--- src/tsb_pkg.sv ---
// Shared constants and types of the time-stamp buffer status and read-out block.
package tsb_pkg;

   localparam int NUM_BUF = 3;
   localparam int CNT_W   = 6;
   localparam int IRQ_W   = 6;

   // Register indices; the Wishbone byte address is four times the index.
   localparam logic [2:0][7:0] IDX_CFG1     = {8'h2D, 8'h2A, 8'h27};
   localparam logic [2:0][7:0] IDX_STAT     = {8'h2E, 8'h2B, 8'h28};
   localparam logic [2:0][7:0] IDX_CFG2     = {8'h2F, 8'h2C, 8'h29};
   localparam logic [7:0]      IDX_IRQ_STAT = 8'h40;
   localparam logic [7:0]      IDX_IRQ_MASK = 8'h41;
   localparam logic [7:0]      IDX_MODE     = 8'h42;

   // Writable bits of each configuration register, first buffer in the low byte.
   localparam logic [2:0][7:0] CFG1_WMASK = {8'h4F, 8'h4F, 8'h7F};
   localparam logic [2:0][7:0] CFG2_WMASK = {8'h8F, 8'h8F, 8'hCF};

   // Values after reset.
   localparam logic [7:0]       CFG_RESET  = 8'h00;
   localparam logic [IRQ_W-1:0] MASK_RESET = 6'h00;
   localparam logic             MODE_RESET = 1'b0;

   // Field positions.
   localparam int FULL_BIT      = 7;
   localparam int EMPTY_BIT     = 6;
   localparam int SEL_BIT       = 7;
   localparam int MEM_BIT       = 6;
   localparam int OVW_BIT       = 6;
   localparam int MODE_FIFO_BIT = 0;
   localparam int PAGE_LSB      = 0;
   localparam int PAGE_W        = 4;

   // Capacities of the stamp stores.
   localparam int                   FIFO_DEPTH_DEF = 32;
   localparam logic [2:0][CNT_W-1:0] DIRECT_CAP    = {6'h0A, 6'h0C, 6'h0A};

   typedef enum logic [0:0] {
      WB_IDLE = 1'b0,
      WB_ACK  = 1'b1
   } tsb_wb_e;

endpackage

--- src/tsb_track_if.sv ---
// Interface between the controller and one stamp store tracker.
`timescale 1ns/10ps
`default_nettype none
interface tsb_track_if;
   logic       capture;
   logic       pop;
   logic       clear;
   logic       overwrite;
   logic [5:0] capacity;
   logic [5:0] count;
   logic [5:0] slot;
   logic [5:0] oldest;
   logic       full;
   logic       empty;
   logic       stored;
   logic       lost;

   modport tracker (
      input  capture, pop, clear, overwrite, capacity,
      output count, slot, oldest, full, empty, stored, lost
   );
   modport ctrl (
      output capture, pop, clear, overwrite, capacity,
      input  count, slot, oldest, full, empty, stored, lost
   );
endinterface
`default_nettype wire

--- src/tsb_stamp_tracker.sv ---
// Entry count and ring positions of one stamp store.
`timescale 1ns/10ps
`default_nettype none
module tsb_stamp_tracker (
   // Clock and reset
   input  wire logic          clk_i,
   input  wire logic          rst_b_i,
   // Controller side
   tsb_track_if.tracker       trk
);

   typedef struct packed {
      logic [5:0] cnt;
      logic [5:0] head;
      logic [5:0] tail;
   } tsb_trk_s;

   tsb_trk_s s_reg;
   tsb_trk_s s_next;
   logic     full;
   logic     pop_ok;
   logic     inc;

   function automatic logic [5:0] tsb_wrap(input logic [5:0] p, input logic [5:0] cap);
      tsb_wrap = (p >= cap - 6'h01) ? 6'h00 : p + 6'h01;
   endfunction

   assign full       = (s_reg.cnt == trk.capacity);
   assign pop_ok     = trk.pop & (s_reg.cnt != 6'h00);
   assign inc        = trk.capture & (~full | pop_ok);
   assign trk.full   = full;
   assign trk.empty  = (s_reg.cnt == 6'h00);
   assign trk.count  = s_reg.cnt;
   assign trk.slot   = s_reg.head;
   assign trk.oldest = s_reg.tail;
   assign trk.lost   = trk.capture & full & ~pop_ok;
   assign trk.stored = inc | (trk.lost & trk.overwrite);

   always_comb begin
      s_next = s_reg;
      if (trk.clear) begin
         s_next = '0;
      end else begin
         if (trk.stored) begin
            s_next.head = tsb_wrap(s_reg.head, trk.capacity);
         end
         // A full store in overwrite mode drops its oldest entry.
         if (pop_ok | (trk.lost & trk.overwrite)) begin
            s_next.tail = tsb_wrap(s_reg.tail, trk.capacity);
         end
         if (inc & ~pop_ok) begin
            s_next.cnt = s_reg.cnt + 6'h01;
         end else if (pop_ok & ~inc) begin
            s_next.cnt = s_reg.cnt - 6'h01;
         end
      end
   end

   always_ff @(posedge clk_i or negedge rst_b_i) begin
      if (!rst_b_i) begin
         s_reg <= '0;
      end else begin
         s_reg <= s_next;
      end
   end

endmodule
`default_nettype wire

--- src/tsb_irq.sv ---
// Sticky event flags, mask and level interrupt output.
`timescale 1ns/10ps
`default_nettype none
module tsb_irq #(
   parameter int N = 6
) (
   // Clock and reset
   input  wire logic         clk_i,
   input  wire logic         rst_b_i,
   // Events and software access
   input  wire logic [N-1:0] event_i,
   input  wire logic         rd_clr_i,
   input  wire logic [N-1:0] mask_i,
   // Results
   output logic      [N-1:0] status_o,
   output logic              irq_o
);

   typedef struct packed {
      logic [N-1:0] status;
   } tsb_irq_s;

   tsb_irq_s s_reg;
   tsb_irq_s s_next;

   always_comb begin
      s_next = s_reg;
      // An event in the clearing cycle survives the read.
      s_next.status = (rd_clr_i ? '0 : s_reg.status) | event_i;
   end

   always_ff @(posedge clk_i or negedge rst_b_i) begin
      if (!rst_b_i) begin
         s_reg <= '0;
      end else begin
         s_reg <= s_next;
      end
   end

   assign status_o = s_reg.status;
   assign irq_o    = |(s_reg.status & mask_i);

endmodule
`default_nettype wire

--- src/tsb_readout_top.sv ---
// Wishbone register file, mode control and read-out selection of the stamp stores.
`timescale 1ns/10ps
`default_nettype none

// Behaviour
// - Full flag in status bit 7
// - Empty flag in status bit 6
// - FIFO count shows readable entries, 0 to 32
// - Direct count shows captures, limits 10/12/10
// - FIFO flags settle within 1 ms after read
// - Control bit 7 selects buffer for read-out
// - First buffer bit 6 selects memory operation
// - Page field used only when selected
// - Full store overwrites oldest or discards
module tsb_readout_top #(
   parameter int FIFO_DEPTH = tsb_pkg::FIFO_DEPTH_DEF
) (
   // Clock and reset
   input  wire logic        CLK_I,
   input  wire logic        RST_B_I,
   // Wishbone slave
   input  wire logic        CYC_I,
   input  wire logic        STB_I,
   input  wire logic        WE_I,
   input  wire logic [9:0]  ADR_I,
   input  wire logic [3:0]  SEL_I,
   input  wire logic [31:0] DAT_I,
   output logic      [31:0] DAT_O,
   output logic             ACK_O,
   // Stamp events
   input  wire logic [2:0]  CAPTURE_I,
   input  wire logic        FIFO_POP_I,
   // Read-out control
   output logic      [2:0]  READ_SELECT_O,
   output logic      [3:0]  READ_PAGE_O,
   output logic             READ_PAGE_VALID_O,
   output logic             MEMORY_MODE_O,
   output logic             FIFO_MODE_O,
   output logic      [17:0] WRITE_SLOT_O,
   output logic      [5:0]  FIFO_READ_SLOT_O,
   // Interrupt
   output logic             IRQ_O
);

   if (FIFO_DEPTH < 1 || FIFO_DEPTH > 63) begin : g_depth_check
      $error("FIFO_DEPTH must lie between 1 and 63.");
   end

   typedef struct packed {
      tsb_pkg::tsb_wb_e          wb;
      logic [31:0]               dat;
      logic [2:0][7:0]           cfg1;
      logic [2:0][7:0]           cfg2;
      logic                      fifo_mode;
      logic [tsb_pkg::IRQ_W-1:0] mask;
      logic [3:0]                page;
      logic                      page_vld;
   } tsb_top_s;

   tsb_top_s                  s_reg;
   tsb_top_s                  s_next;
   logic                      req;
   logic [7:0]                idx;
   logic [7:0]                wbyte;
   logic                      rd_clr;
   logic [2:0]                clr_a;
   logic [2:0]                cap_req;
   logic                      pop_req;
   logic [2:0][5:0]           cap_a;
   logic [2:0][5:0]           cnt_a;
   logic [2:0][5:0]           slot_a;
   logic [5:0]                oldest0;
   logic [2:0]                full_a;
   logic [2:0]                empty_a;
   logic [2:0]                stored_a;
   logic [2:0]                lost_a;
   logic [tsb_pkg::IRQ_W-1:0] irq_status;
   logic                      mem_mode;

   assign req      = CYC_I & STB_I;
   assign idx      = ADR_I[9:2];
   assign wbyte    = DAT_I[7:0];
   assign mem_mode = s_reg.cfg2[0][tsb_pkg::MEM_BIT];

   // First-store captures are refused in memory operation; pops only count in FIFO operation.
   assign cap_req = CAPTURE_I & {2'b11, ~mem_mode};
   assign pop_req = FIFO_POP_I & s_reg.fifo_mode & ~mem_mode;

   // Capacity for the active operation of each store.
   always_comb begin
      cap_a    = tsb_pkg::DIRECT_CAP;
      cap_a[0] = s_reg.fifo_mode ? 6'(FIFO_DEPTH) : tsb_pkg::DIRECT_CAP[0];
   end

   for (genvar g = 0; g < tsb_pkg::NUM_BUF; g++) begin : g_trk
      tsb_track_if trk_if ();

      assign trk_if.capture   = cap_req[g];
      assign trk_if.pop       = (g == 0) ? pop_req : 1'b0;
      assign trk_if.clear     = clr_a[g];
      assign trk_if.overwrite = s_reg.cfg1[g][tsb_pkg::OVW_BIT];
      assign trk_if.capacity  = cap_a[g];
      assign cnt_a[g]         = trk_if.count;
      assign slot_a[g]        = trk_if.slot;
      assign full_a[g]        = trk_if.full;
      assign empty_a[g]       = trk_if.empty;
      assign stored_a[g]      = trk_if.stored;
      assign lost_a[g]        = trk_if.lost;

      tsb_stamp_tracker u_trk (
         .clk_i   (CLK_I),
         .rst_b_i (RST_B_I),
         .trk     (trk_if.tracker)
      );
   end

   assign oldest0 = g_trk[0].trk_if.oldest;

   tsb_irq #(
      .N (tsb_pkg::IRQ_W)
   ) u_irq (
      .clk_i    (CLK_I),
      .rst_b_i  (RST_B_I),
      .event_i  ({lost_a, stored_a}),
      .rd_clr_i (rd_clr),
      .mask_i   (s_reg.mask),
      .status_o (irq_status),
      .irq_o    (IRQ_O)
   );

   always_comb begin
      logic [31:0] rdata;
      logic        wr;
      logic [7:0]  nv;
      rdata  = 32'h0000_0000;
      wr     = 1'b0;
      nv     = 8'h00;
      s_next = s_reg;
      rd_clr = 1'b0;
      clr_a  = 3'b000;

      // Read data, captured when the request is first seen.
      for (int b = 0; b < tsb_pkg::NUM_BUF; b++) begin
         if (idx == tsb_pkg::IDX_CFG1[b]) begin
            rdata[7:0] = s_reg.cfg1[b];
         end
         if (idx == tsb_pkg::IDX_CFG2[b]) begin
            rdata[7:0] = s_reg.cfg2[b];
         end
         if (idx == tsb_pkg::IDX_STAT[b]) begin
            rdata[tsb_pkg::FULL_BIT]  = full_a[b];
            rdata[tsb_pkg::EMPTY_BIT] = empty_a[b];
            if (b == 0) begin
               rdata[5:0] = cnt_a[b];
            end else begin
               rdata[3:0] = cnt_a[b][3:0];
            end
         end
      end
      if (idx == tsb_pkg::IDX_IRQ_STAT) begin
         rdata[tsb_pkg::IRQ_W-1:0] = irq_status;
      end
      if (idx == tsb_pkg::IDX_IRQ_MASK) begin
         rdata[tsb_pkg::IRQ_W-1:0] = s_reg.mask;
      end
      if (idx == tsb_pkg::IDX_MODE) begin
         rdata[tsb_pkg::MODE_FIFO_BIT] = s_reg.fifo_mode;
      end

      case (s_reg.wb)
         tsb_pkg::WB_IDLE: begin
            if (req) begin
               s_next.wb  = tsb_pkg::WB_ACK;
               s_next.dat = rdata;
               // Clearing at the sampling edge loses no event between sample and ack.
               if (~WE_I & (idx == tsb_pkg::IDX_IRQ_STAT)) begin
                  rd_clr = 1'b1;
               end
            end
         end
         tsb_pkg::WB_ACK: begin
            s_next.wb = tsb_pkg::WB_IDLE;
            wr        = req & WE_I & SEL_I[0];
         end
         default: begin
            s_next.wb = tsb_pkg::WB_IDLE;
         end
      endcase

      // Writes take effect on the acknowledging edge.
      if (wr) begin
         for (int b = 0; b < tsb_pkg::NUM_BUF; b++) begin
            if (idx == tsb_pkg::IDX_CFG1[b]) begin
               s_next.cfg1[b] = wbyte & tsb_pkg::CFG1_WMASK[b];
            end
            if (idx == tsb_pkg::IDX_CFG2[b]) begin
               nv             = wbyte & tsb_pkg::CFG2_WMASK[b];
               s_next.cfg2[b] = nv;
               // Entering or leaving memory operation restarts the first store.
               if (b == 0 && nv[tsb_pkg::MEM_BIT] != mem_mode) begin
                  clr_a[0] = 1'b1;
               end
            end
         end
         if (idx == tsb_pkg::IDX_IRQ_MASK) begin
            s_next.mask = wbyte[tsb_pkg::IRQ_W-1:0];
         end
         if (idx == tsb_pkg::IDX_MODE) begin
            s_next.fifo_mode = wbyte[tsb_pkg::MODE_FIFO_BIT];
            if (wbyte[tsb_pkg::MODE_FIFO_BIT] != s_reg.fifo_mode) begin
               clr_a[0] = 1'b1;
            end
         end
      end

      // The lowest selected store drives the page; unselected fields are ignored.
      s_next.page_vld = 1'b0;
      s_next.page     = 4'h0;
      for (int b = tsb_pkg::NUM_BUF - 1; b >= 0; b--) begin
         if (s_next.cfg2[b][tsb_pkg::SEL_BIT]) begin
            s_next.page_vld = 1'b1;
            s_next.page     = s_next.cfg2[b][tsb_pkg::PAGE_LSB +: tsb_pkg::PAGE_W];
         end
      end
   end

   always_ff @(posedge CLK_I or negedge RST_B_I) begin
      if (!RST_B_I) begin
         s_reg.wb        <= tsb_pkg::WB_IDLE;
         s_reg.dat       <= 32'h0000_0000;
         s_reg.cfg1      <= {3{tsb_pkg::CFG_RESET}};
         s_reg.cfg2      <= {3{tsb_pkg::CFG_RESET}};
         s_reg.fifo_mode <= tsb_pkg::MODE_RESET;
         s_reg.mask      <= tsb_pkg::MASK_RESET;
         s_reg.page      <= 4'h0;
         s_reg.page_vld  <= 1'b0;
      end else begin
         s_reg <= s_next;
      end
   end

   assign ACK_O             = (s_reg.wb == tsb_pkg::WB_ACK) & req;
   assign DAT_O             = s_reg.dat;
   assign READ_PAGE_O       = s_reg.page;
   assign READ_PAGE_VALID_O = s_reg.page_vld;
   assign MEMORY_MODE_O     = mem_mode;
   assign FIFO_MODE_O       = s_reg.fifo_mode;
   assign WRITE_SLOT_O      = {slot_a[2], slot_a[1], slot_a[0]};
   assign FIFO_READ_SLOT_O  = oldest0;

   for (genvar g = 0; g < tsb_pkg::NUM_BUF; g++) begin : g_sel
      assign READ_SELECT_O[g] = s_reg.cfg2[g][tsb_pkg::SEL_BIT];
   end

endmodule
`default_nettype wire

--- config.mk ---
export PLATFORM = sky130hd
export DESIGN_NAME = tsb_readout_top
export DESIGN_NICKNAME = d
export VERILOG_FILES = /design/src/tsb_pkg.sv /design/src/tsb_track_if.sv /design/src/tsb_stamp_tracker.sv /design/src/tsb_irq.sv /design/src/tsb_readout_top.sv
export SDC_FILE = /design/constraint.sdc
export NUM_CORES = 1
export LEC_CHECK = 0
export ABC_AREA = 1
export CAP_MARGIN = 20
export CELL_PAD_IN_SITES_DETAIL_PLACEMENT = 1
export CELL_PAD_IN_SITES_GLOBAL_PLACEMENT = 2
export CORE_MARGIN = 3
export CORE_UTILIZATION = 37
export CTS_CLUSTER_DIAMETER = 200
export DETAILED_ROUTE_END_ITERATION = 7
export DONT_BUFFER_PORTS = 1
export HOLD_SLACK_MARGIN = 0.1
export PLACE_DENSITY = 0.82
export SKIP_LAST_GASP = 1
export SLEW_MARGIN = 20
export SYNTH_ARGS = -nofsm -noshare
export SYNTH_HDL_FRONTEND = slang
export SYNTH_SLANG_ARGS = --single-unit
--- constraint.sdc ---
create_clock -name CLK_I -period 3.3 [get_ports CLK_I]
set_input_delay 0.33 -clock CLK_I [delete_from_list [all_inputs] [get_ports CLK_I]]
set_output_delay 0.33 -clock CLK_I [all_outputs]
set_load 0.05 [all_outputs]
# After elaboration in Yosys (flattened, before gate mapping)
# Index checks and enable logic that the tools add are counted.
# word_totals
word_cells,147
register_bits,102
# op_classes
n_mux,45
bitwise,36
reduce_logical,15
n_lt_le_gt_ge,4
eq_ne,17
add_sub_neg,9
# op_table
cell,count
$mux 6,13
$eq 8x6->1 const B,9
$mux 8,9
$add 6x1->6 const B,7
$mux 33,1
$mux 31,1
$eq 8x7->1 const B,3
$and 1x1->1,20
$logic_not 6->1,3
$mux 18,1
$mux 5,3
$reduce_and 2->1,7
$eq 6x4->1 const B,2
$ge 6x4->1 const B,2
$ge 6x6->1,2
$sub 6x1->6 const B,2
$mux 1,11
$mux 4,2
$not 1->1,8
$mux 7,1
$and 6x6->6,1
$eq 6x6->1,1
$or 6x6->6,1
$reduce_bool 6->1,1
8 further kinds,15

# Longest topological paths before layout
# Gate-level depths: netlist of the first run.
# depth
word_depth,15
ltp_mapped,15

# Modules after synthesis
# From an unflattened synthesis of the first run, not the netlist that was laid out.
# unflattened
cells_unflattened,1131
hier_area_um2,8687.1
# modules_own_cells
mod,area_each_um2,seq_area_each_um2,instances,cells_each
tsb_stamp_tracker at g_trk[0].u_trk ...,1711.6,450.4,2,225
tsb_readout_top,3273.1,1351.3,1,426
tsb_stamp_tracker at g_trk[2].u_trk,1727.9,450.4,1,225
tsb_irq,262.8,150.1,1,30

# Least setup slack after synthesis of the first run
# No wires, ideal clock.
# synth_path
path_kind,register -> register
from,"register s_reg, in the netlist FIFO_MODE_O"
to,"register g_trk[0].u_trk.s_reg, in the netlist g_trk[0].u_trk.trk.count[5]"
required_ns,3.166
setup_ns,0.134
arrival_ns,2.505
synth_period_minus_slack_ns,2.640
stages_incl_launch_ff,14
setup_slack_ns,0.660
path_cell_list,dfrtp_1 inv_1 o31ai_1 nand3_1 nand3_1 ha_1 a21oi_1 nand2_1 nand2_1 nand2_1 a21oi_1 nand3_1 nand2_1 o22ai_1
# synth_via
elab_chain_cells,8
# synth_lines
element,line,source
start: declaration,tsb_readout_top.sv:60,tsb_top_s s_reg;
start signal: assignment,tsb_readout_top.sv:238,s_reg <= s_next;
$mux 6 or $and 1x1->1 (tied branches),"tsb_readout_top.sv:92, tsb_readout_top.sv:87",
$eq 6x6->1 or $and 1x1->1 (tied branches),"tsb_stamp_tracker.sv:28, tsb_readout_top.sv:87",
$not 1->1 or $and 1x1->1 (tied branches),"tsb_stamp_tracker.sv:30, tsb_stamp_tracker.sv:29",
$or 1x1->1,tsb_stamp_tracker.sv:30,assign inc = trk.capture & (~full | pop_ok);
$and 1x1->1,tsb_stamp_tracker.sv:30,
$and 1x1->1 or $not 1->1 (tied branches),"tsb_stamp_tracker.sv:51, tsb_stamp_tracker.sv:53",
$mux 6 or $and 1x1->1 (tied branches),"tsb_stamp_tracker.sv:51, tsb_stamp_tracker.sv:53",
$mux 18 or $reduce_bool 3->1 (tied branches),-,
end signal: assignment,tsb_stamp_tracker.sv:63,s_reg <= s_next;
end: declaration,tsb_stamp_tracker.sv:18,tsb_trk_s s_reg;
# Parallel ways exist; a longest one is shown, timed or not.
# A chain may end at the register's enable or synchronous reset.

# Worst setup path in the final report of the first run
# layout_path
from,"register s_reg, in the netlist MEMORY_MODE_O"
to,"register g_trk[0].u_trk.s_reg, in the netlist g_trk[0].u_trk.trk.count[5]"
# layout_via
elab_chain_cells,8
# layout_lines
element,line,source
$not 1->1,"tsb_readout_top.sv:86, tsb_readout_top.sv:87",
$and 1x1->1,tsb_readout_top.sv:87,assign pop_req = FIFO_POP_I & s_reg.fifo_mode & ~mem_mode;
$and 1x1->1,tsb_stamp_tracker.sv:29,assign pop_ok = trk.pop & (s_reg.cnt != 6'h00);
$or 1x1->1,tsb_stamp_tracker.sv:30,
$and 1x1->1,tsb_stamp_tracker.sv:30,
$and 1x1->1 or $not 1->1 (tied branches),"tsb_stamp_tracker.sv:51, tsb_stamp_tracker.sv:53",
$mux 6 or $and 1x1->1 (tied branches),"tsb_stamp_tracker.sv:51, tsb_stamp_tracker.sv:53",
$mux 18 or $reduce_bool 3->1 (tied branches),-,
# Parallel ways exist; a longest one is shown, timed or not.

==> results of run 1 <==
[kinds of logic after synthesis]
kind of cell,count (synthesis)
other cells,1
xor+xnor,17
buf+inv,145
fa+ha+maj,22
compound gates,125
flops,102
simple gates,330
[worst reg2reg max path, cell delays in order, from the launching register on]
cell     delay (ps)
dfrtp_1         610
inv_1           210
nand2_1          70
inv_1           210
nand3_1         350
ha_1            470
a21oi_1         210
nand2_1          80
nand2_1          80
nand2_1          50
a21oi_1         160
nand3_1         100
nand2_1          70
o22ai_1          50
[how the worst max path moves through the flow]
stage                             start                          end  slack (ps)  depth (start not counted)
after detailed placement  MEMORY_MODE_O  g_trk[0].u_trk.trk.count[5]         490                         13
after CTS                 MEMORY_MODE_O  g_trk[0].u_trk.trk.count[5]         460                         13
after global placement    MEMORY_MODE_O  g_trk[0].u_trk.trk.count[5]         600                         12
after global routing      MEMORY_MODE_O  g_trk[0].u_trk.trk.count[5]         160                         13
after floorplan             FIFO_MODE_O  g_trk[0].u_trk.trk.count[5]         660                         13
final                     MEMORY_MODE_O  g_trk[0].u_trk.trk.count[5]         450                         13
[power breakdown]
group	total (mW)	switching, mW	internal, mW
sequential	1.95	0.518	1.44
clock	1.08	0.484	0.596
combinational	0.921	0.575	0.346
[Yosys cell counts, types with 3 or more instances]
library cell  instances  area share [%]
nor3b_1               5            0.64
nand3_1              56             4.8
nor2_4                3            0.58
nand2_1             168              11
dfrtp_1             102              43
o31ai_1               3            0.38
ha_1                 21             4.5
buf_4                40             5.1
nor3_1                6            0.51
o22ai_1              10             1.1
a21oi_1              27             2.3
o21ai_1              21             1.8
xor2_1                8             1.2
o21ai_0              51             4.3
nor2_1               60             3.8
inv_2                 5            0.32
inv_1                94             6.0
xnor2_1               9             1.3
nor2_2                3            0.32
nand4_1              10             1.1
o21a_1                3            0.38
buf_2                 3            0.26
nand2_2               8            0.85
[stage by stage]
stage	cells	total power, mW	hold WS, ps	utilization (%)	setup WS [ps]
after global routing	951	4.243	144.5	40.67	161.0
after global placement	933	2.808	37.27	38.49	601.0
after detailed placement	933	2.884	37.79	38.49	487.2
after CTS	951	4.014	121.2	40.67	456.0
after floorplan	765	2.652	34.41	-	660.2
final	951	3.955	129.1	40.67	451.7
[area by class of cell]
| type | instances | area share (%) |
|---|---|---|
| clock inverters | 2 | 0.2202 |
| well taps | 211 | 4.223 |
| repair buffers | 4 | 0.8407 |
| inverters | 100 | 6.005 |
| clock buffers | 14 | 4.544 |
| flip-flops and latches | 102 | 40.83 |
| multi-input cells | 518 | 43.33 |
[layer usage]
| metal | vias to the layer above | GRT usage [%] | part of all wire (%) |
|---|---|---|---|
| met3 | 14 | 3.740 | 5.0 |
| met2 | 84 | 30.87 | 47 |
| met1 | 2308 | 26.23 | 47 |
| met4 | 0 | 6.243 | 1.4 |
| li1 | 2329 | - | - |
| met5 | - | 0 | 0 |
[repair_timing]
action | 4_1_cts | 5_1_grt
hold endpoints to repair | 102 | 0
hold buffers | 2 | 0
resized for setup | 0 | 0
==> flow_summary.yaml, run 1 <==
setup_path:
  critical_path_class: "flop to flop"
  critPathBufInv: 2
  worst_path_most_repeated_cell: "nand2_1"
  reg2reg_to: "g_trk[0].u_trk.trk.count[5]"
  crit_path_top_delay_cell: "dfrtp_1"
  rrSetupSlack_ps: 450
  crit_path_start_kind: "flop"
  critPathArrivalTime_ps: 3080
  r2r_start: "MEMORY_MODE_O"
  cp_top_family: "simple AND/OR/NAND/NOR gates"
  max_stage_delay_ps: 610
  critPathCaptureType: "flop"
  reg2regPathDepth: 13
  cp.required_ps: 3530
  critPathMaxFanout: 7
  crit_chain: "inv_1 -> nand2_1 -> inv_1 -> nand3_1 -> ha_1 -> a21oi_1 -> nand2_1 -> nand2_1 -> nand2_1 -> a21oi_1 -> nand3_1 -> nand2_1 -> o22ai_1"
synthesis:
  yosys-mux-area-fraction_pct: 0
  synth-xor-area-share_pct: 2.535
  synthFlopType: "dfrtp_1"
  yosysUniqueCellTypes: 44
  syn_avg_cell_area_um2: 7.915
  synthArstFlopShare_pct: 100.0
  syn_area_um2: 5873
  synth_top_family_by_area: "simple AND/OR/NAND/NOR gates"
  yosys.area_share.simple_pct: 25.16
  seq_area_frac_synth_pct: 43.46
  synth_cells: 742
  ys_seq_elements: 102
  synth-edff-count: 0
  synthAdderAreaFrac_pct: 4.815
  synth-compound-area-share_pct: 12.08
  yosys_warnings: 0
global_routing:
  grt_first_pass_wirelength_mm: 26.91
  antenna_found_initial: 0
  gr-total-overflow: 0
  grt_pass1_vias: 5068
  grt_use_total_pct: 19.23
  grt_start_max_net_pins: 103
floorplanning:
  core_um2: 15370
  dieWidth_um: 132.0
  core.rowCount: 45
  ios: 123
  die_height_um: 132.0
  initial_core_util_pct: 38.21
  die-area_um2: 17420
finish:
  design_area_um2: 6251
  drive_above_1_share_pct: 6.757
  largest_register_ffs: 33
  layout.nets: 812
  seq_area_um2: 2552
  syn2layout_area_growth_pct: 6.434
  fill_cells: 1874
  final_cell_mix: "nand2_1 (168), dfrtp_1 (102), inv_1 (94)"
  multi_input_area_um2: 2709
  layout_commonest_cell: "nand2_1"
  num_antenna_cells: 0
clock_tree:
  cts_buffer_depth: 2
  cts.sinks: 102
  root_buffer: "clkbuf_16"
  cts_tree: "yes"
  path_clk_slew_ps: 70
  cts_inserted_buffers: 9
  clk_latency_ps: 360
  cts_setup_buffers: 0
  h-tree-depth: 3
place:
  port_buffers: 0
  hpwl_mm: 12.14
  dpl_cell_area_um2: 5916
  gp_congestion: 0.8255
drt:
  first_iter_violations: 249
  firstDrtPassIters: 4
  wire_per_inst_um: 16.86
  vias: 4735
  ant_nets: 0
  wirelength_mm: 16.03
  via_per_inst: 4.979
  drc: 0
timing:
  period_share_pct: 86.31
  hold_violations: 0
  finClkSkew_ps: 9.698
  grt_setup_unrepaired: "no"
  final-setup-viol-count: 0
  fin_tns_setup_ps: 0
  fin_crit_ps: 2848
  slew_headroom_pct: 54.17
  slew_violations: 0
  clock.fmax_ghz: 0.3511
  tightest_slew_ps: 681.8
job:
  cap_violations: 0
outcome:
  outcome: "completed"
worst_hold_path:
  hold_end: "u_irq.status_o[5]"
  worstHoldStart: "CAPTURE_I[2]"
  min_path_cells: 2
  hp-class: "input port to flop"
pwr:
  power.leakage_nw: 3.133
  power_density_nw_per_um2: 632.6
  vdd_drop_max_v: 0.0002814
Note: power is estimated with default switching activity, not from simulation.
==> run 2: changes to the inputs <==
--- a/config.mk
+++ b/config.mk
@@ -10,14 +10,15 @@
 export CELL_PAD_IN_SITES_DETAIL_PLACEMENT = 1
 export CELL_PAD_IN_SITES_GLOBAL_PLACEMENT = 2
 export CORE_MARGIN = 3
-export CORE_UTILIZATION = 37
+export CORE_UTILIZATION = 38
 export CTS_CLUSTER_DIAMETER = 200
 export DETAILED_ROUTE_END_ITERATION = 7
 export DONT_BUFFER_PORTS = 1
 export HOLD_SLACK_MARGIN = 0.1
-export PLACE_DENSITY = 0.82
+export PLACE_DENSITY = 0.84
 export SKIP_LAST_GASP = 1
 export SLEW_MARGIN = 20
 export SYNTH_ARGS = -nofsm -noshare
 export SYNTH_HDL_FRONTEND = slang
+export SYNTH_HIERARCHICAL = 1
 export SYNTH_SLANG_ARGS = --single-unit
==> run 2 against run 1 <==
- die area grew 26%
- critical path depth is 3 higher
- first-iteration DRC count rose by 6.4%
- clock skew decreased by 1.6 ps
- flip-flop and latch count is the same
- setup slack improved by 250 ps
- count of clock-buffer cells in the layout fell by 3
- area after synthesis rose by 31%
- worst hold slack worse by 3.7 ps
- register-to-register slack improved by 250 ps
- wire length is 32% higher
- clock power about the same
- highest routed layer unchanged
==> flow_summary.yaml, run 2 <==
drt:
  via_per_inst: 4.866
  vias: 6438
  ant_nets: 0
  wl_met1_mm: 9.879
  drc: 0
  wire_per_inst_um: 16.02
  wl_met2_mm: 10.29
  first_iter_violations: 265
  dr_wl_met3_um: 689
  top_layer_used: "met4"
  firstDrtPassIters: 4
  wirelength_mm: 21.19
finish:
  seq_area_um2: 2552
  layout_commonest_cell: "nand2_1"
  syn2layout_area_growth_pct: 8.194
  multi_input_area_um2: 4471
  layoutNonFillerInstCount: 1323
  layout.nets: 1154
  num_antenna_cells: 0
  fill_cells: 2537
  drive_above_1_share_pct: 12.38
  final_cell_mix: "nand2_1 (243), inv_1 (121), dfrtp_1 (102)"
  largest_register_ffs: 33
global_routing:
  grt_start_max_net_pins: 103
  gr-total-overflow: 0
  grt_pass1_vias: 6677
  grt_use_total_pct: 20.12
  antenna_found_initial: 0
  grt_first_pass_wirelength_mm: 35.13
floorplanning:
  initial_core_util_pct: 39.08
  ios: 123
  die_height_um: 148.2
  die-area_um2: 21960
  core.rowCount: 51
  dieWidth_um: 148.2
  core_um2: 19650
synthesis:
  syn_avg_cell_area_um2: 7.605
  syn_area_um2: 7681
  synth_cells: 1010
  yosys_warnings: 6
timing:
  final-setup-viol-count: 0
  grt_setup_unrepaired: "no"
  fin_tns_setup_ps: 0
  finClkSkew_ps: 8.120
  worst_slack_ps: 705.0
  slew_violations: 0
  period_share_pct: 78.64
  slew_headroom_pct: 56.31
  clock.fmax_ghz: 0.3854
  tightest_slew_ps: 655.3
  fin_crit_ps: 2595
  hold_violations: 0
  hold_slack_ps: 125.4
place:
  place_ws_ps: 745.5
  gp_congestion: 0.7950
  port_buffers: 0
  dp.cells: 1305
  hpwl_mm: 16.31
pwr:
  power.leakage_nw: 4.360
  power_density_nw_per_um2: 531.3
  vdd_drop_max_v: 0.0003028
clock_tree:
  h-tree-depth: 3
  cts_inserted_buffers: 9
  cts.sinks: 102
  clk_latency_ps: 360
  path_clk_slew_ps: 80
  cts_tree: "yes"
  cts_buffer_depth: 2
  cts_setup_buffers: 0
  cts_resized: 0
  cts_hold_buf: 2
  root_buffer: "clkbuf_16"
setup_path:
  critical_path_class: "flop to flop"
  critPathArrivalTime_ps: 2850
  critPathCaptureType: "flop"
  critPathMaxFanout: 9
  crit_path_start_kind: "flop"
  cp.required_ps: 3550
job:
  cap_violations: 0
outcome:
  outcome: "completed"
worst_hold_path:
  hp-class: "input port to flop"
run 2: cell types whose count changed in the layout (fill, tap and decap cells not counted), sizes merged, moves of 7 or more:
cell / delta
o21ai: -8
nor2: +10
a21oi: +10
nor3: +7
nand4: +8
xor2: +18
nand2: +95
ha: +22
inv: +47
nand3: +34
conb: +48
run 2: worst max-delay path: stages (launching register included):
cell and delay, ps:
dfrtp_1 380, buf_4 220, inv_1 130, nand2_1 60
nand2_1 110, nor2_4 40, nand3_4 120, nand3_2 220
ha_1 430, nand3_1 110, nand3_1 100, nand2_1 70
nand2_1 70, a21oi_1 190, nand3_1 100, nand3_1 80
nand2_1 50
run 2: worst paths after layout:
check	cells past startpoint	slack (ps)	endpoint	startpoint
min reg2reg	2	490	s_reg[55]	s_reg[55]
max	16	710	g_trk[0].u_trk/trk.count[5]	FIFO_MODE_O
max in group asynchronous	2	2240	g_trk[1].u_trk/trk.slot[1]	RST_B_I
min in group asynchronous	2	590	g_trk[1].u_trk/trk.count[4]	RST_B_I
min	2	130	s_reg[40]	DAT_I[4]
max reg2reg	16	710	g_trk[0].u_trk/trk.count[5]	FIFO_MODE_O
run 2: final cells by class:
cell class                      instances  area share, %
Multi-Input combinational cell        780          53.79
Sequential cell                       102          30.71
Inverter                              150          6.805
Tap cell                              265          3.990
Clock buffer                           11          2.800
Timing Repair Buffer                   10          1.174
Clock inverter                          5         0.7227
run 2: report_power, final:
part | leakage [nW] | switching (mW) | internal, mW | total (mW)
registers | 1.31 | 0.388 | 1.38 | 1.77
clock network | 0.140 | 0.513 | 0.592 | 1.11
logic | 2.91 | 0.964 | 0.577 | 1.54
run 2: routing by layer:
| layer | GRT usage (%) | vias up |
|---|---|---|
| met4 | 5.958 | 0 |
| met1 | 26.65 | 3111 |
| met2 | 34.19 | 70 |
| met5 | 0 | - |
| met3 | 3.077 | 18 |
| li1 | - | 3239 |
run 2: per-stage QoR:
stage | power, mW | utilization (%) | instance area (um2)
after floorplan | 2.980 | - | 7944
after global placement | 3.245 | 40.60 | 7980
after detailed placement | 3.293 | 40.60 | 7980
after CTS | 4.460 | 42.28 | 8310
after global routing | 4.763 | 42.28 | 8310
final | 4.416 | 42.28 | 8310
==> run 3: changes to the inputs <==
==> constraint.sdc (replaced) <==
create_clock -name CLK_I -period 2.7 [get_ports CLK_I]
set_input_delay 0.27 -clock CLK_I [delete_from_list [all_inputs] [get_ports CLK_I]]
set_output_delay 0.27 -clock CLK_I [all_outputs]
set_load 0.05 [all_outputs]
==> run 3 against run 2 <==
- flip-flop and latch count unchanged
- clock skew down 2.5 ps
- first-iteration DRC count shrank 5.3%
- setup slack worse by 450 ps
- critical endpoint is now g_trk[0].u_trk/trk.slot[0]
==> flow_summary.yaml, run 3 (same netlist as run 2, synthesis figures left out) <==
outcome:
  outcome: "completed"
pwr:
  vdd_drop_max_v: 0.0002943
  power_density_nw_per_um2: 643.7
  power.leakage_nw: 4.507
place:
  dp.cells: 1330
  place_ws_ps: 239.4
  hpwl_mm: 16.34
  port_buffers: 0
  dpl_cell_area_um2: 8168
  gp_congestion: 0.7935
clock_tree:
  path_clk_slew_ps: 70
  clk_latency_ps: 350
  cts_buffer_depth: 2
  h-tree-depth: 3
  cts_inserted_buffers: 9
  root_buffer: "clkbuf_16"
  cts.sinks: 102
  cts_tree: "yes"
finish:
  syn2layout_area_growth_pct: 11.32
  final_cell_mix: "nand2_1 (243), inv_1 (121), dfrtp_1 (101)"
  layoutNonFillerInstCount: 1350
  num_antenna_cells: 0
  largest_register_ffs: 33
  fill_cells: 2545
  layout_commonest_cell: "nand2_1"
  design_area_um2: 8551
  drive_above_1_share_pct: 14.75
  layout.nets: 1182
timing:
  worst_slack_ps: 258.1
  grt_setup_unrepaired: "no"
  slew_violations: 0
  clock.fmax_ghz: 0.4095
  final-setup-viol-count: 0
  hold_slack_ps: 179.0
  fin_crit_ps: 2442
  fin_tns_setup_ps: 0
  tightest_slew_ps: 609.6
  hold_violations: 0
  slew_headroom_pct: 59.36
  period_share_pct: 90.44
  finClkSkew_ps: 5.607
setup_path:
  r2r_start: "FIFO_MODE_O"
  cp.required_ps: 3000
  critPathMaxFanout: 6
  critPathArrivalTime_ps: 2740
  crit_path_top_delay_cell: "dfrtp_2"
  critPathCaptureType: "flop"
  critPathBufInv: 2
  critical_path_class: "flop to flop"
  rrSetupSlack_ps: 260
  crit_chain: "inv_1 -> inv_1 -> nand3_1 -> nor3_1 -> xor2_1 -> ha_1 -> a21oi_1 -> o21a_1 -> nand3_1 -> nor2_1 -> nand3_1 -> nand2_1"
  reg2regPathDepth: 12
  cp_top_family: "simple AND/OR/NAND/NOR gates"
  crit_path_start_kind: "flop"
  max_stage_delay_ps: 430
  reg2reg_to: "g_trk[0].u_trk/trk.slot[0]"
  worst_path_most_repeated_cell: "nand3_1"
global_routing:
  grt_first_pass_wirelength_mm: 35.32
  grt_start_max_net_pins: 103
  antenna_found_initial: 0
  grt_use_total_pct: 20.13
  grt_pass1_vias: 6806
  gr-total-overflow: 0
drt:
  ant_nets: 0
  firstDrtPassIters: 4
  vias: 6488
  via_per_inst: 4.806
  drc: 0
  first_iter_violations: 251
  wire_per_inst_um: 15.72
  wirelength_mm: 21.22
worst_hold_path:
  min_path_cells: 2
  worstHoldStart: "DAT_I[6]"
  hp-class: "input port to flop"
  hold_end: "g_trk[0].trk_if.overwrite"
floorplanning:
  ios: 123
  core_um2: 19650
  core.rowCount: 51
  dieWidth_um: 148.2
  initial_core_util_pct: 39.08
  die_height_um: 148.2
  die-area_um2: 21960
job:
  cap_violations: 0
==> run 3: cell types whose count changed in the layout (fill, tap and decap cells not counted), moves of 2 or more <==
cell,before,now
dlygate4sd3_1,1,4
clkbuf_1,2,0
inv_6,0,2
clkinv_4,2,0
buf_4,8,33
==> run 3: timing repair <==
action | CTS | global route
endpoints found under the hold margin | 108 | 0
hold buffers | 5 | 0
endpoints found under the setup margin | 0 | 8
gates resized for setup | 0 | 3
buffers inserted | 0 | 0
==> run 3: where the power goes <==
part / switching (mW) / internal, mW
registers: 0.262 / 1.69
logic: 1.39 / 0.783
clock network: 0.627 / 0.745
total: 2.28 / 3.22
==> run 3: worst max-delay path by stage <==
stage,startpoint,end,slack [ps],depth (start not counted)
after floorplan,FIFO_MODE_O,g_trk[0].u_trk/trk.count[5],120,16
after global placement,FIFO_MODE_O,g_trk[0].u_trk/trk.count[5],290,17
after detailed placement,FIFO_MODE_O,g_trk[0].u_trk/trk.oldest[3],240,12
after CTS,FIFO_MODE_O,g_trk[0].u_trk/trk.oldest[3],200,12
after global routing,FIFO_MODE_O,g_trk[0].u_trk/trk.slot[0],60,13
final,FIFO_MODE_O,g_trk[0].u_trk/trk.slot[0],260,12
==> run 3: cell type report <==
type	count	area, um2	area share, %
clock buffers	10	239.0	2.795
clock inverters	5	57.56	0.6731
inverters	150	565.5	6.614
multi-input cells	780	4488	52.49
flip-flops and latches	102	2554	29.87
well taps	265	331.6	3.878
repair buffers	38	315.3	3.687
==> run 3: per-stage QoR <==
| stage | power (mW) | utilization [%] |
|---|---|---|
| after global placement | 4.048 | 41.56 |
| after CTS | 5.547 | 43.41 |
| after detailed placement | 4.102 | 41.56 |
| after floorplan | 3.642 | - |
| final | 5.504 | 43.51 |
| after global routing | 5.944 | 43.51 |
==> run 3: layer usage <==
layer,wire (um),up-vias,GRT usage [%]
met5,0,-,0
met2,10280,76,34.37
met3,768,19,2.986
li1,-,3294,-
met4,352,0,5.681
met1,9824,3099,26.69
